[src/logic/mffsr_pkg.sv]
// Purpose: shared types and constants of the memory feature and
//          instruction fault status register bank
// Assumes: one coprocessor transfer per request, processor clock domain
// Notes:   field values are fixed by the memory model profile
package mffsr_pkg;

    // ------------------------------------------------------------
    // transfer encodings
    // ------------------------------------------------------------
    localparam logic [3:0] CP_SYSTEM = 4'hf;
    localparam logic [1:0] LEVEL_ONE = 2'h1;
    localparam logic [2:0] FEAT_OPC1 = 3'h0;
    localparam logic [3:0] FEAT_CRN = 4'h0;
    localparam logic [3:0] FEAT_CRM = 4'h1;
    localparam logic [2:0] FEAT_OPC2 = 3'h6;
    localparam logic [2:0] FLT_OPC1 = 3'h0;
    localparam logic [3:0] FLT_CRN = 4'h5;
    localparam logic [3:0] FLT_CRM = 4'h0;
    localparam logic [2:0] FLT_OPC2 = 3'h1;

    // ------------------------------------------------------------
    // feature word fields
    // ------------------------------------------------------------
    localparam int HWACC_LSB = 28;
    localparam int STALL_LSB = 24;
    localparam int BARR_LSB = 20;
    localparam int UTLB_LSB = 16;
    localparam int STLB_LSB = 12;
    localparam int RANGE_LSB = 8;
    localparam int BGF_LSB = 4;
    localparam int FGF_LSB = 0;
    localparam logic [3:0] HWACC_VAL = 4'h0;
    localparam logic [3:0] STALL_NONE = 4'h0;
    localparam logic [3:0] STALL_YES = 4'h1;
    localparam logic [3:0] BARR_VAL = 4'h2;
    localparam logic [3:0] UTLB_VAL = 4'h0;
    localparam logic [3:0] STLB_VAL = 4'h0;
    localparam logic [3:0] RANGE_VAL = 4'h0;
    localparam logic [3:0] BGF_VAL = 4'h0;
    localparam logic [3:0] FGF_VAL = 4'h0;

    // ------------------------------------------------------------
    // fault status fields and encodings
    // ------------------------------------------------------------
    localparam int ADDR_INV_BIT = 16;
    localparam int CLASS_BIT = 12;
    localparam int LONG_DESC_BIT = 9;
    localparam logic [5:0] ST_TRANSLATION = 6'h04;
    localparam logic [5:0] ST_PERMISSION = 6'h0c;
    localparam logic [5:0] ST_SYNC_EXT = 6'h10;
    localparam logic [5:0] ST_PARITY = 6'h18;
    localparam logic [5:0] ST_PC_ALIGN = 6'h21;
    localparam logic [5:0] ST_DEBUG = 6'h22;

    typedef enum logic [1:0] {
        TGT_NONE = 2'b00,
        TGT_FEATURE = 2'b01,
        TGT_FAULT = 2'b10
    } mffsr_target_type;

    typedef struct packed {
        logic write;
        logic [1:0] level;
        logic [3:0] coproc;
        logic [2:0] opc1;
        logic [3:0] crn;
        logic [3:0] crm;
        logic [2:0] opc2;
        logic [31:0] wdata;
    } mffsr_req_type;

    typedef struct packed {
        logic hypervisor_level;
        logic id_group3_trap;
        logic primary_reg0_trap;
        logic memory_control_write_trap;
        logic memory_control_read_trap;
        logic primary_reg5_trap;
    } mffsr_trap_ctl_type;

    typedef struct packed {
        logic valid;
        logic [5:0] status;
        logic abort_classification_bit;
        logic fault_address_invalid;
    } mffsr_fault_type;

    function automatic logic mffsr_status_legal(input logic [5:0] s);
        return (s == ST_TRANSLATION) || (s == ST_PERMISSION) ||
               (s == ST_SYNC_EXT) || (s == ST_PARITY) ||
               (s == ST_PC_ALIGN) || (s == ST_DEBUG);
    endfunction : mffsr_status_legal

    function automatic logic mffsr_is_external(input logic [5:0] s);
        return (s == ST_SYNC_EXT) || (s == ST_PARITY);
    endfunction : mffsr_is_external

endpackage : mffsr_pkg

[src/logic/mffsr_trap_chk.sv]
// Purpose: decide whether a level 1 access must go to the hypervisor
// Assumes: target already decoded by the caller
// Notes:   purely combinational, no state
module mffsr_trap_chk (
    input wire mffsr_pkg::mffsr_target_type target_i,
    input wire logic write_i,
    input wire logic [1:0] level_i,
    input wire mffsr_pkg::mffsr_trap_ctl_type ctl_i,
    output logic trap_o
);
    logic guarded;

    always_comb begin
        guarded = ctl_i.hypervisor_level && (level_i == mffsr_pkg::LEVEL_ONE);
        trap_o = 1'b0;
        case (target_i)
            mffsr_pkg::TGT_FEATURE: begin
                trap_o = guarded && !write_i &&
                         (ctl_i.id_group3_trap || ctl_i.primary_reg0_trap);
            end
            mffsr_pkg::TGT_FAULT: begin
                trap_o = guarded && (ctl_i.primary_reg5_trap ||
                         (write_i && ctl_i.memory_control_write_trap) ||
                         (!write_i && ctl_i.memory_control_read_trap));
            end
            default: begin
                trap_o = 1'b0;
            end
        endcase
    end
endmodule : mffsr_trap_chk

[src/logic/mffsr_fault_rec.sv]
// Purpose: instruction fault status storage
// Assumes: fault report and software write may meet in one cycle
// Notes:   a fetch fault beats a software write in the same cycle
module mffsr_fault_rec (
    input wire logic ref_clk_i,
    input wire mffsr_pkg::mffsr_fault_type fault_i,
    input wire logic sw_we_i,
    input wire logic [31:0] sw_wdata_i,
    output logic [31:0] value_o
);
    logic [5:0] status_r;
    logic addr_inv_r;
    logic class_r;
    logic [5:0] ws;

    assign ws = sw_wdata_i[5:0];

    always_ff @(posedge ref_clk_i) begin
        if (fault_i.valid) begin
            status_r <= fault_i.status;
            // invalid flag only on sync external
            addr_inv_r <= (fault_i.status == mffsr_pkg::ST_SYNC_EXT) &&
                          fault_i.fault_address_invalid;
            class_r <= mffsr_pkg::mffsr_is_external(fault_i.status) &&
                     fault_i.abort_classification_bit;
        end else if (sw_we_i) begin
            if (mffsr_pkg::mffsr_status_legal(ws)) begin
                status_r <= ws;
            end
            addr_inv_r <= (ws == mffsr_pkg::ST_SYNC_EXT) &&
                          sw_wdata_i[mffsr_pkg::ADDR_INV_BIT];
            class_r <= mffsr_pkg::mffsr_is_external(ws) &&
                       sw_wdata_i[mffsr_pkg::CLASS_BIT];
        end
    end

    always_comb begin
        value_o = '0;
        value_o[5:0] = status_r;
        value_o[mffsr_pkg::LONG_DESC_BIT] = 1'b1;
        value_o[mffsr_pkg::CLASS_BIT] = class_r;
        value_o[mffsr_pkg::ADDR_INV_BIT] = addr_inv_r;
    end
endmodule : mffsr_fault_rec

[src/logic/mffsr_regs.sv]
// Purpose: feature word and instruction fault status behind the
//          coprocessor transfer port, with hypervisor trap checks
// Assumes: one request per valid cycle, answered on the next edge
// Notes:   unmapped encodings answer with an undefined flag
module mffsr_regs #(
    parameter bit WAIT_STALL_SUPPORTED = 1'b0
) (
    input wire logic ref_clk_i,
    input wire logic rst_n_i,
    input wire logic req_valid_i,
    input wire mffsr_pkg::mffsr_req_type req_i,
    input wire mffsr_pkg::mffsr_trap_ctl_type trap_ctl_i,
    input wire mffsr_pkg::mffsr_fault_type fault_i,
    output logic rsp_valid_o,
    output logic rsp_trap_o,
    output logic rsp_undef_o,
    output logic [31:0] rsp_rdata_o
);
    // ------------------------------------------------------------
    // declarations
    // ------------------------------------------------------------
    mffsr_pkg::mffsr_target_type target;
    logic trap;
    logic fault_we;
    logic [31:0] fault_value;
    logic [31:0] feature_word;
    logic [3:0] stall_field;
    logic rsp_valid_r;
    logic rsp_trap_r;
    logic rsp_undef_r;
    logic [31:0] rsp_rdata_r;
    logic [31:0] rdata_nxt;

    // ------------------------------------------------------------
    // feature word
    // ------------------------------------------------------------
    // stall field limited to two values
    assign stall_field = WAIT_STALL_SUPPORTED ? mffsr_pkg::STALL_YES
                                              : mffsr_pkg::STALL_NONE;

    always_comb begin
        feature_word = '0;
        feature_word[mffsr_pkg::HWACC_LSB +: 4] = mffsr_pkg::HWACC_VAL;
        feature_word[mffsr_pkg::STALL_LSB +: 4] = stall_field;
        feature_word[mffsr_pkg::BARR_LSB +: 4] = mffsr_pkg::BARR_VAL;
        feature_word[mffsr_pkg::UTLB_LSB +: 4] = mffsr_pkg::UTLB_VAL;
        feature_word[mffsr_pkg::STLB_LSB +: 4] = mffsr_pkg::STLB_VAL;
        feature_word[mffsr_pkg::RANGE_LSB +: 4] = mffsr_pkg::RANGE_VAL;
        feature_word[mffsr_pkg::BGF_LSB +: 4] = mffsr_pkg::BGF_VAL;
        feature_word[mffsr_pkg::FGF_LSB +: 4] = mffsr_pkg::FGF_VAL;
    end

    // ------------------------------------------------------------
    // address decode
    // ------------------------------------------------------------
    always_comb begin
        if (!req_valid_i || req_i.coproc != mffsr_pkg::CP_SYSTEM) begin
            target = mffsr_pkg::TGT_NONE;
        end else if (!req_i.write && req_i.opc1 == mffsr_pkg::FEAT_OPC1 &&
                     req_i.crn == mffsr_pkg::FEAT_CRN &&
                     req_i.crm == mffsr_pkg::FEAT_CRM &&
                     req_i.opc2 == mffsr_pkg::FEAT_OPC2) begin
            target = mffsr_pkg::TGT_FEATURE;
        end else if (req_i.opc1 == mffsr_pkg::FLT_OPC1 &&
                     req_i.crn == mffsr_pkg::FLT_CRN &&
                     req_i.crm == mffsr_pkg::FLT_CRM &&
                     req_i.opc2 == mffsr_pkg::FLT_OPC2) begin
            target = mffsr_pkg::TGT_FAULT;
        end else begin
            target = mffsr_pkg::TGT_NONE;
        end
    end

    mffsr_trap_chk u_trap (
        .target_i(target),
        .write_i(req_i.write),
        .level_i(req_i.level),
        .ctl_i(trap_ctl_i),
        .trap_o(trap)
    );

    assign fault_we = (target == mffsr_pkg::TGT_FAULT) && req_i.write &&
                      !trap;

    mffsr_fault_rec u_fault (
        .ref_clk_i(ref_clk_i),
        .fault_i(fault_i),
        .sw_we_i(fault_we),
        .sw_wdata_i(req_i.wdata),
        .value_o(fault_value)
    );

    // ------------------------------------------------------------
    // answer
    // ------------------------------------------------------------
    // trapped read returns nothing
    always_comb begin
        rdata_nxt = '0;
        if (!trap && !req_i.write) begin
            if (target == mffsr_pkg::TGT_FEATURE) begin
                rdata_nxt = feature_word;
            end else if (target == mffsr_pkg::TGT_FAULT) begin
                rdata_nxt = fault_value;
            end
        end
    end

    always_ff @(posedge ref_clk_i) begin
        if (!rst_n_i) begin
            rsp_valid_r <= 1'b0;
        end else begin
            rsp_valid_r <= req_valid_i;
        end
    end

    always_ff @(posedge ref_clk_i) begin
        if (!rst_n_i) begin
            rsp_trap_r <= 1'b0;
            rsp_undef_r <= 1'b0;
        end else begin
            rsp_trap_r <= trap;
            rsp_undef_r <= req_valid_i && (target == mffsr_pkg::TGT_NONE);
        end
    end

    always_ff @(posedge ref_clk_i) begin
        if (!rst_n_i) begin
            rsp_rdata_r <= '0;
        end else begin
            rsp_rdata_r <= rdata_nxt;
        end
    end

    assign rsp_valid_o = rsp_valid_r;
    assign rsp_trap_o = rsp_trap_r;
    assign rsp_undef_o = rsp_undef_r;
    assign rsp_rdata_o = rsp_rdata_r;
endmodule : mffsr_regs

[config.mk]
export PLATFORM = sky130hd
export DESIGN_NAME = mffsr_regs
export DESIGN_NICKNAME = d
export VERILOG_FILES = /design/src/logic/mffsr_pkg.sv /design/src/logic/mffsr_trap_chk.sv /design/src/logic/mffsr_fault_rec.sv /design/src/logic/mffsr_regs.sv
export SDC_FILE = /design/constraint.sdc
export NUM_CORES = 1
export LEC_CHECK = 0
export BUFFER_PORTS_ARGS = -buffer_cell sky130_fd_sc_hd__buf_2
export CAP_MARGIN = 15
export CORE_AREA = 2 2 57 59
export DETAILED_ROUTE_END_ITERATION = 8
export DIE_AREA = 0 0 59 61
export PLACE_DENSITY = 0.94
export SLEW_MARGIN = 20
export SYNTH_ARGS = -nofsm -noshare
export SYNTH_HDL_FRONTEND = slang
export SYNTH_SLANG_ARGS = --single-unit
[constraint.sdc]
create_clock -name ref_clk_i -period 2.45 [get_ports ref_clk_i]
set_input_delay 0 -clock ref_clk_i [delete_from_list [all_inputs] [get_ports ref_clk_i]]
set_output_delay 0 -clock ref_clk_i [all_outputs]
set_load 0.02 [all_outputs]
==> summary.txt, run 1 <==
Detailed routing
  • Drt total wl: 2090 um
  • Antenna viol nets, final: 0
  • Vias per inst: 4.47
  • TritonRoute pass-1 iters: 2
  • Via count: 908
  • Routed len/inst: 10.3 um
  • Drt drc: 0
  • Iteration-0 DRC Markers: 13

GRT
  • Number of global-route vias before repair: 832
  • Gr ovfl total: 0
  • Antenna violations before repair: 0
  • Largest net degree at the start of global routing: 12
  • All-Layer GR Usage: 0.123
  • First-pass GRT wire length: 3430 um

Placement
  • Gpl congestion: 0.755
  • Placed instance area: 0.00137 mm2
  • DP Worst Slack: 0.870 ns
  • DP Cell Count: 194
  • Post-DP HPWL: 1750 um
  • Input/output buffers: 59

Yosys
  • Synth cell count leaders: buf_4 (22), dfxtp_1 (13), and2_1 (10)
  • Most frequent cell after synthesis: buf_4
  • Synth cell types: 34
  • Post-synth EDFFs: 8
  • Top cell type's share of synthesized area: 0.232
  • Async S/R FF share, synth: 0
  • Area leader, netlist: dfxtp_1
  • Largest cells by area after synthesis: dfxtp_1 (23%), edfxtp_1 (21%), buf_4 (15%), mux2_2 (6.0%), and2_1 (5.6%)
  • Seq/Total Area, Yosys: 0.447
  • Yosys warnings: 0
  • Gate Count Post-Synth: 104
  • Mean Syn Cell Area: 10.8 um2
  • Netlist Area Pre-Place: 0.00112 mm2
  • Synth Register Bits: 21
  • Synth Flop Type: dfxtp_1

Clocking
  • Clk pin slew, worst setup/hold paths: 0.10 ns
  • Resized cells post-CTS: 0
  • Clock insertion delay at the later pin of the skew report: 0.28 ns
  • CTS Buf Count: 3
  • Root buffer cell: clkbuf_4
  • CTS Sinks: 21
  • CTS tree: yes
  • H-tree Lvls: 1
  • Bufs on Longest Clock Path: 2

STA
  • Min cycle time layout: 1.66 ns
  • Finish-stage setup viols: 0
  • TNS Setup: 0 ns
  • Final Hold Violating Endpoints: 0
  • Post-route worst setup slack: 0.793 ns
  • Max-slew violations: 0
  • Layout Skew: 0.000252 ns
  • Unrepaired setup endpoints after global routing: no
  • Fmax: 0.603 GHz
  • Final period util: 0.676

Flow run
  • Max_cap viols: 0

Critical path
  • WP data arrival: 1.64 ns
  • Crit Path Max Fanout: 6
  • Reg2reg start: u_fault.status_r[1]
  • Setup Crit Path Kind: in -> reg
  • Worst flop-to-flop path endpoint: rsp_rdata_o[1]
  • R2R setup slack: 1.85 ns
  • Worst-case reg-to-reg path depth: 1
  • CP Launch Type: primary input
  • Required @ worst endpoint: 2.43 ns
  • Crit. End Element: flip-flop
  • CP startpoint: req_valid_i

Die
  • # rows: 20
  • Placeable core region: 0.00295 mm2
  • Die width: 59 um
  • Initial Util: 0.379
  • Die extent in y: 61 um
  • Die ar.: 0.00360 mm2
  • Io pins: 106

Layout
  • Multi-input logic area: 526 um2
  • Storage cell area: 500 um2
  • Final instance area: 0.00144 mm2
  • NumNets Final: 242
  • Area growth syn-to-layout: 28.8%
  • Layout Cells excl Fill: 203
  • Diode count: 0
  • FILL cells: 301
  • Layout cells sized above 1: 0.429

Worst hold path
  • Min-Delay Endpoint: u_fault.status_r[4]
  • HP Start: fault_i[6]
  • Hold crit path type: in -> reg
  • Hold Path Stages: 2

Pwr
  • Peak VDD IR: 0.000167 V
  • PD cells: 450 mW/mm2
  • Leakage power: 0.717 nW
  • Power after layout: 649 uW

Run status
  • Run status: finished clean
-- stage by stage --
step                      utilization  hold slack (ns)
after floorplan                     -            0.138
after CTS                       0.489          0.00691
after detailed placement        0.463            0.250
after global routing            0.489           0.0194
after global placement          0.463            0.242
final                           0.489           0.0309
-- layout by cell type, fill, tap and decap left out, drive strengths merged, types with 3 or more instances in the layout --
| master | count |
|---|---|
| buf | 59 |
| conb | 22 |
| dfxtp | 13 |
| and2 | 10 |
| nor2 | 9 |
| edfxtp | 8 |
| mux2 | 6 |
| dlygate4sd3 | 5 |
| clkbuf | 4 |
| nor3b | 3 |
| nor4bb | 3 |
| nor3 | 3 |
-- logic make-up (layout without fill, tap and decap cells) --
family | after synthesis | in the layout | share of synthesized area
AOI/OAI and AO/OA | 10 | 10 | 0.0760
buffers and inverters | 24 | 69 | 0.154
DFF | 21 | 21 | 0.447
muxes | 6 | 6 | 0.0603
other | 1 | 22 | 0.00335
and+or+nand+nor | 42 | 42 | 0.259
-- how the worst max path moves through the flow --
stage | cells after the start | end | slack (ns)
final | 6 | u_fault.status_r[2] | 0.79
after CTS | 6 | u_fault.status_r[2] | 0.80
after detailed placement | 5 | u_fault.status_r[0] | 0.87
after floorplan | 4 | u_fault.status_r[0] | 1.16
after global placement | 5 | u_fault.status_r[4] | 0.90
after global routing | 6 | u_fault.status_r[4] | 0.71
-- sequential cells by signal, summed over array words and instances (netlist names) --
signal / count
rsp_rdata_o: 10
rsp_trap_o: 1
rsp_undef_o: 1
rsp_valid_o: 1
u_fault.addr_inv_r: 1
u_fault.class_r: 1
u_fault.status_r: 6
-- where the power goes --
| part | switching (mW) | leakage, nW | total, mW | internal, mW |
|---|---|---|---|---|
| Clock | 0.0889 | 0.0150 | 0.152 | 0.0631 |
| Combinational | 0.0679 | 0.519 | 0.119 | 0.0508 |
| Sequential | 0.00218 | 0.183 | 0.378 | 0.376 |
-- repair_timing --
| action | 4_1_cts | 5_1_grt |
|---|---|---|
| buffers inserted | 0 | 0 |
| endpoints found under the setup margin | 0 | 0 |
| endpoints found under the hold margin | 3 | 0 |
| hold buffers | 5 | 0 |
-- critical path, cell delays in order --
cell	delay, ns
dlygate4sd3_1	0.53
buf_2	0.10
and4_1	0.20
nand4_2	0.20
nor2_1	0.25
a41o_1	0.36
-- cell type report --
cell class | instances | share of cell area
Multi-Input combinational cell | 80 | 0.364
Clock buffer | 4 | 0.0182
Inverter | 1 | 0.00260
Tap cell | 33 | 0.0286
Timing Repair Buffer | 64 | 0.239
Sequential cell | 21 | 0.347
-- routing by layer --
layer	part of all wire	GRT usage	routed length [um]
met1	0.40	0.138	830
met2	0.53	0.232	1110
met3	0.064	0.0192	134
met4	0.010	0.0455	21
met5	0	0	0
Note: power is estimated with default switching activity, not from simulation.
==> inputs of run 2 (changes only) <==
Settings changed: CORE_AREA 2 2 57 59 to 2 2 62 64, DIE_AREA 0 0 59 61 to 0 0 64 66, PLACE_DENSITY 0.94 to 0.86.
Clock period 2.45 ns to 1.5 ns, I/O delays scaled along.
==> run 2 against run 1 <==
  * First-iteration DRC count increased to 2.7 times the previous value
  * Largest cell class unchanged
  * Worst setup slack got worse by 0.58 ns
  * Combinational power up 71%
  * Critical path type unchanged
  * Register-to-register slack worse by 0.97 ns
  * Clock-buffer cell count down 1
  * Critical path depth shrank 2
  * Wire length rose by 6.9%
  * Clock skew is 0.0053 ns higher
  * Largest power group unchanged
==> summary.txt, run 2 (synthesized netlist as in run 1, its figures left out) <==
Die
  • Die ar.: 0.00422 mm2 (was 0.00360 mm2)
  • Die extent in y: 66 um (was 61 um)
  • Placeable core region: 0.00355 mm2 (was 0.00295 mm2)
  • Io pins: 106 (unchanged)
  • # rows: 22 (was 20)
  • Initial Util: 0.315 (was 0.379)
  • Die width: 64 um (was 59 um)

Layout
  • Max FFs per register: 10 (unchanged)
  • Layout cells sized above 1: 0.433 (was 0.429)
  • NumNets Final: 250 (was 242)
  • Most common cell after layout, fill and taps aside: buf_2 (unchanged)
  • Layout Cells excl Fill: 226 (was 203)
  • Area growth syn-to-layout: 37.1% (was 28.8%)
  • Diode count: 0 (unchanged)
  • FILL cells: 367 (was 301)
  • Most frequent cells in the layout: buf_2 (59), conb_1 (22), dfxtp_1 (13) (unchanged)
  • Final instance area: 0.00154 mm2 (was 0.00144 mm2)

Clocking
  • H-tree Lvls: 1 (unchanged)
  • CTS tree: yes (unchanged)
  • CTS Sinks: 21 (unchanged)
  • Clock insertion delay at the later pin of the skew report: 0.30 ns (was 0.28 ns)
  • Bufs on Longest Clock Path: 2 (unchanged)
  • CTS Buf Count: 3 (unchanged)
  • Post-CTS Repair Setup Buffers: 0 (unchanged)
  • Root buffer cell: clkbuf_4 (unchanged)
  • Clk pin slew, worst setup/hold paths: 0.12 ns (was 0.10 ns)

GRT
  • Gr ovfl total: 0 (unchanged)
  • All-Layer GR Usage: 0.109 (was 0.123)
  • Antenna violations before repair: 0 (unchanged)
  • Largest net degree at the start of global routing: 13 (was 12)
  • First-pass GRT wire length: 3620 um (was 3430 um)
  • Number of global-route vias before repair: 871 (was 832)

Critical path
  • Worst-path cell chain: dlygate4sd3_1 > buf_2 > a22o_1 > dlygate4sd3_1 (was dlygate4sd3_1 > buf_2 > and4_1 > nand4_2 > nor2_1 > a41o_1)
  • Setup Crit Path Kind: in -> reg (unchanged)
  • WP buf/inv: 3 (was 2)
  • CP max stage delay: 0.54 ns (was 0.53 ns)
  • WP data arrival: 1.36 ns (was 1.64 ns)
  • CP Launch Type: primary input (unchanged)
  • Crit path top cell by count: dlygate4sd3_1
  • Required @ worst endpoint: 1.57 ns (was 2.43 ns)
  • Crit. End Element: flip-flop (unchanged)
  • Crit-path slowest cell: dlygate4sd3_1 (unchanged)
  • Top delay family on crit path: buffers and inverters (was simple AND/OR/NAND/NOR gates)
  • Crit Path Max Fanout: 1 (was 6)

STA
  • Fmax: 0.777 GHz
  • Final Hold Violating Endpoints: 0 (unchanged)
  • Max-slew violations: 0 (unchanged)
  • Min cycle time layout: 1.29 ns
  • Finish-stage setup viols: 0 (unchanged)
  • Final period util: 0.858
  • Unrepaired setup endpoints after global routing: no (unchanged)
  • Layout Skew: 0.00553 ns (was 0.000252 ns)
  • TNS Setup: 0 ns (unchanged)
  • WHS: 0.0158 ns (was 0.0309 ns)

Detailed routing
  • Vias per inst: 4.15 (was 4.47)
  • Routed len/inst: 9.90 um (was 10.3 um)
  • TritonRoute pass-1 iters: 2 (unchanged)
  • Antenna viol nets, final: 0 (unchanged)
  • Iteration-0 DRC Markers: 35 (was 13)
  • Drt drc: 0 (unchanged)
  • Via count: 938 (was 908)
  • Drt total wl: 2240 um (was 2090 um)

Pwr
  • Peak VDD IR: 0.000221 V (was 0.000167 V)
  • Leakage power: 0.755 nW (was 0.717 nW)
  • PD cells: 711 mW/mm2 (was 450 mW/mm2)

Run status
  • Run status: finished clean (unchanged)

Placement
  • Gpl congestion: 0.748 (was 0.755)
  • Input/output buffers: 59 (unchanged)
  • Post-DP HPWL: 1820 um (was 1750 um)
  • DP Cell Count: 212 (was 194)
  • Placed instance area: 0.00141 mm2 (was 0.00137 mm2)

Flow run
  • Max_cap viols: 0 (unchanged)

Worst hold path
  • Hold crit path type: in -> reg (unchanged)
## run 2: report_power, final
| part | total, mW | internal, mW | switching [mW] |
|---|---|---|---|
| clock | 0.270 | 0.0994 | 0.171 |
| sequential | 0.618 | 0.614 | 0.00370 |
| combinational | 0.203 | 0.0917 | 0.112 |
| total | 1.09 | 0.806 | 0.286 |
## run 2: layer usage
| metal | GRT usage | vias up | part of all wire |
|---|---|---|---|
| met5 | 0 | - | 0 |
| met1 | 0.119 | 414 | 0.40 |
| li1 | - | 482 | - |
| met2 | 0.194 | 38 | 0.51 |
| met4 | 0.0652 | 0 | 0.019 |
| met3 | 0.0239 | 4 | 0.068 |
## run 2: area by class of cell
| type | count | area [um2] | share of cell area |
|---|---|---|---|
| inverter | 1 | 3.75 | 0.00244 |
| sequential | 21 | 500 | 0.326 |
| clock inverter | 1 | 5.00 | 0.00326 |
| clock buffer | 3 | 22.5 | 0.0147 |
| tap | 48 | 60.1 | 0.0391 |
| multi-input combinational | 80 | 526 | 0.342 |
| timing repair buffer | 72 | 418 | 0.272 |
## run 2: through the flow
stage	utilization	setup slack, ns	total power, mW
final	0.432	0.213	1.09
after floorplan	-	0.209	0.778
after global placement	0.396	0.0739	0.811
after global routing	0.432	0.202	1.15
after detailed placement	0.396	0.0436	0.815
after CTS	0.424	0.221	1.10
## run 2: path summary, 6_finish.rpt
| path | cells past startpoint | from | end | slack (ns) |
|---|---|---|---|---|
| setup reg to reg | 1 | u_fault.class_r | rsp_rdata_o[12] | 0.88 |
| hold / removal | 2 | fault_i[5] | u_fault.status_r[3] | 0.02 |
| hold reg to reg | 1 | u_fault.addr_inv_r | rsp_rdata_o[16] | 0.45 |
| setup / recovery | 4 | req_i[12] | u_fault.class_r | 0.21 |
## run 2: timing repair
action,4_1_cts,5_1_grt
endpoints found under the setup margin,0,0
endpoints found under the hold margin,5,3
hold buffers,7,3
gates resized for setup,0,0
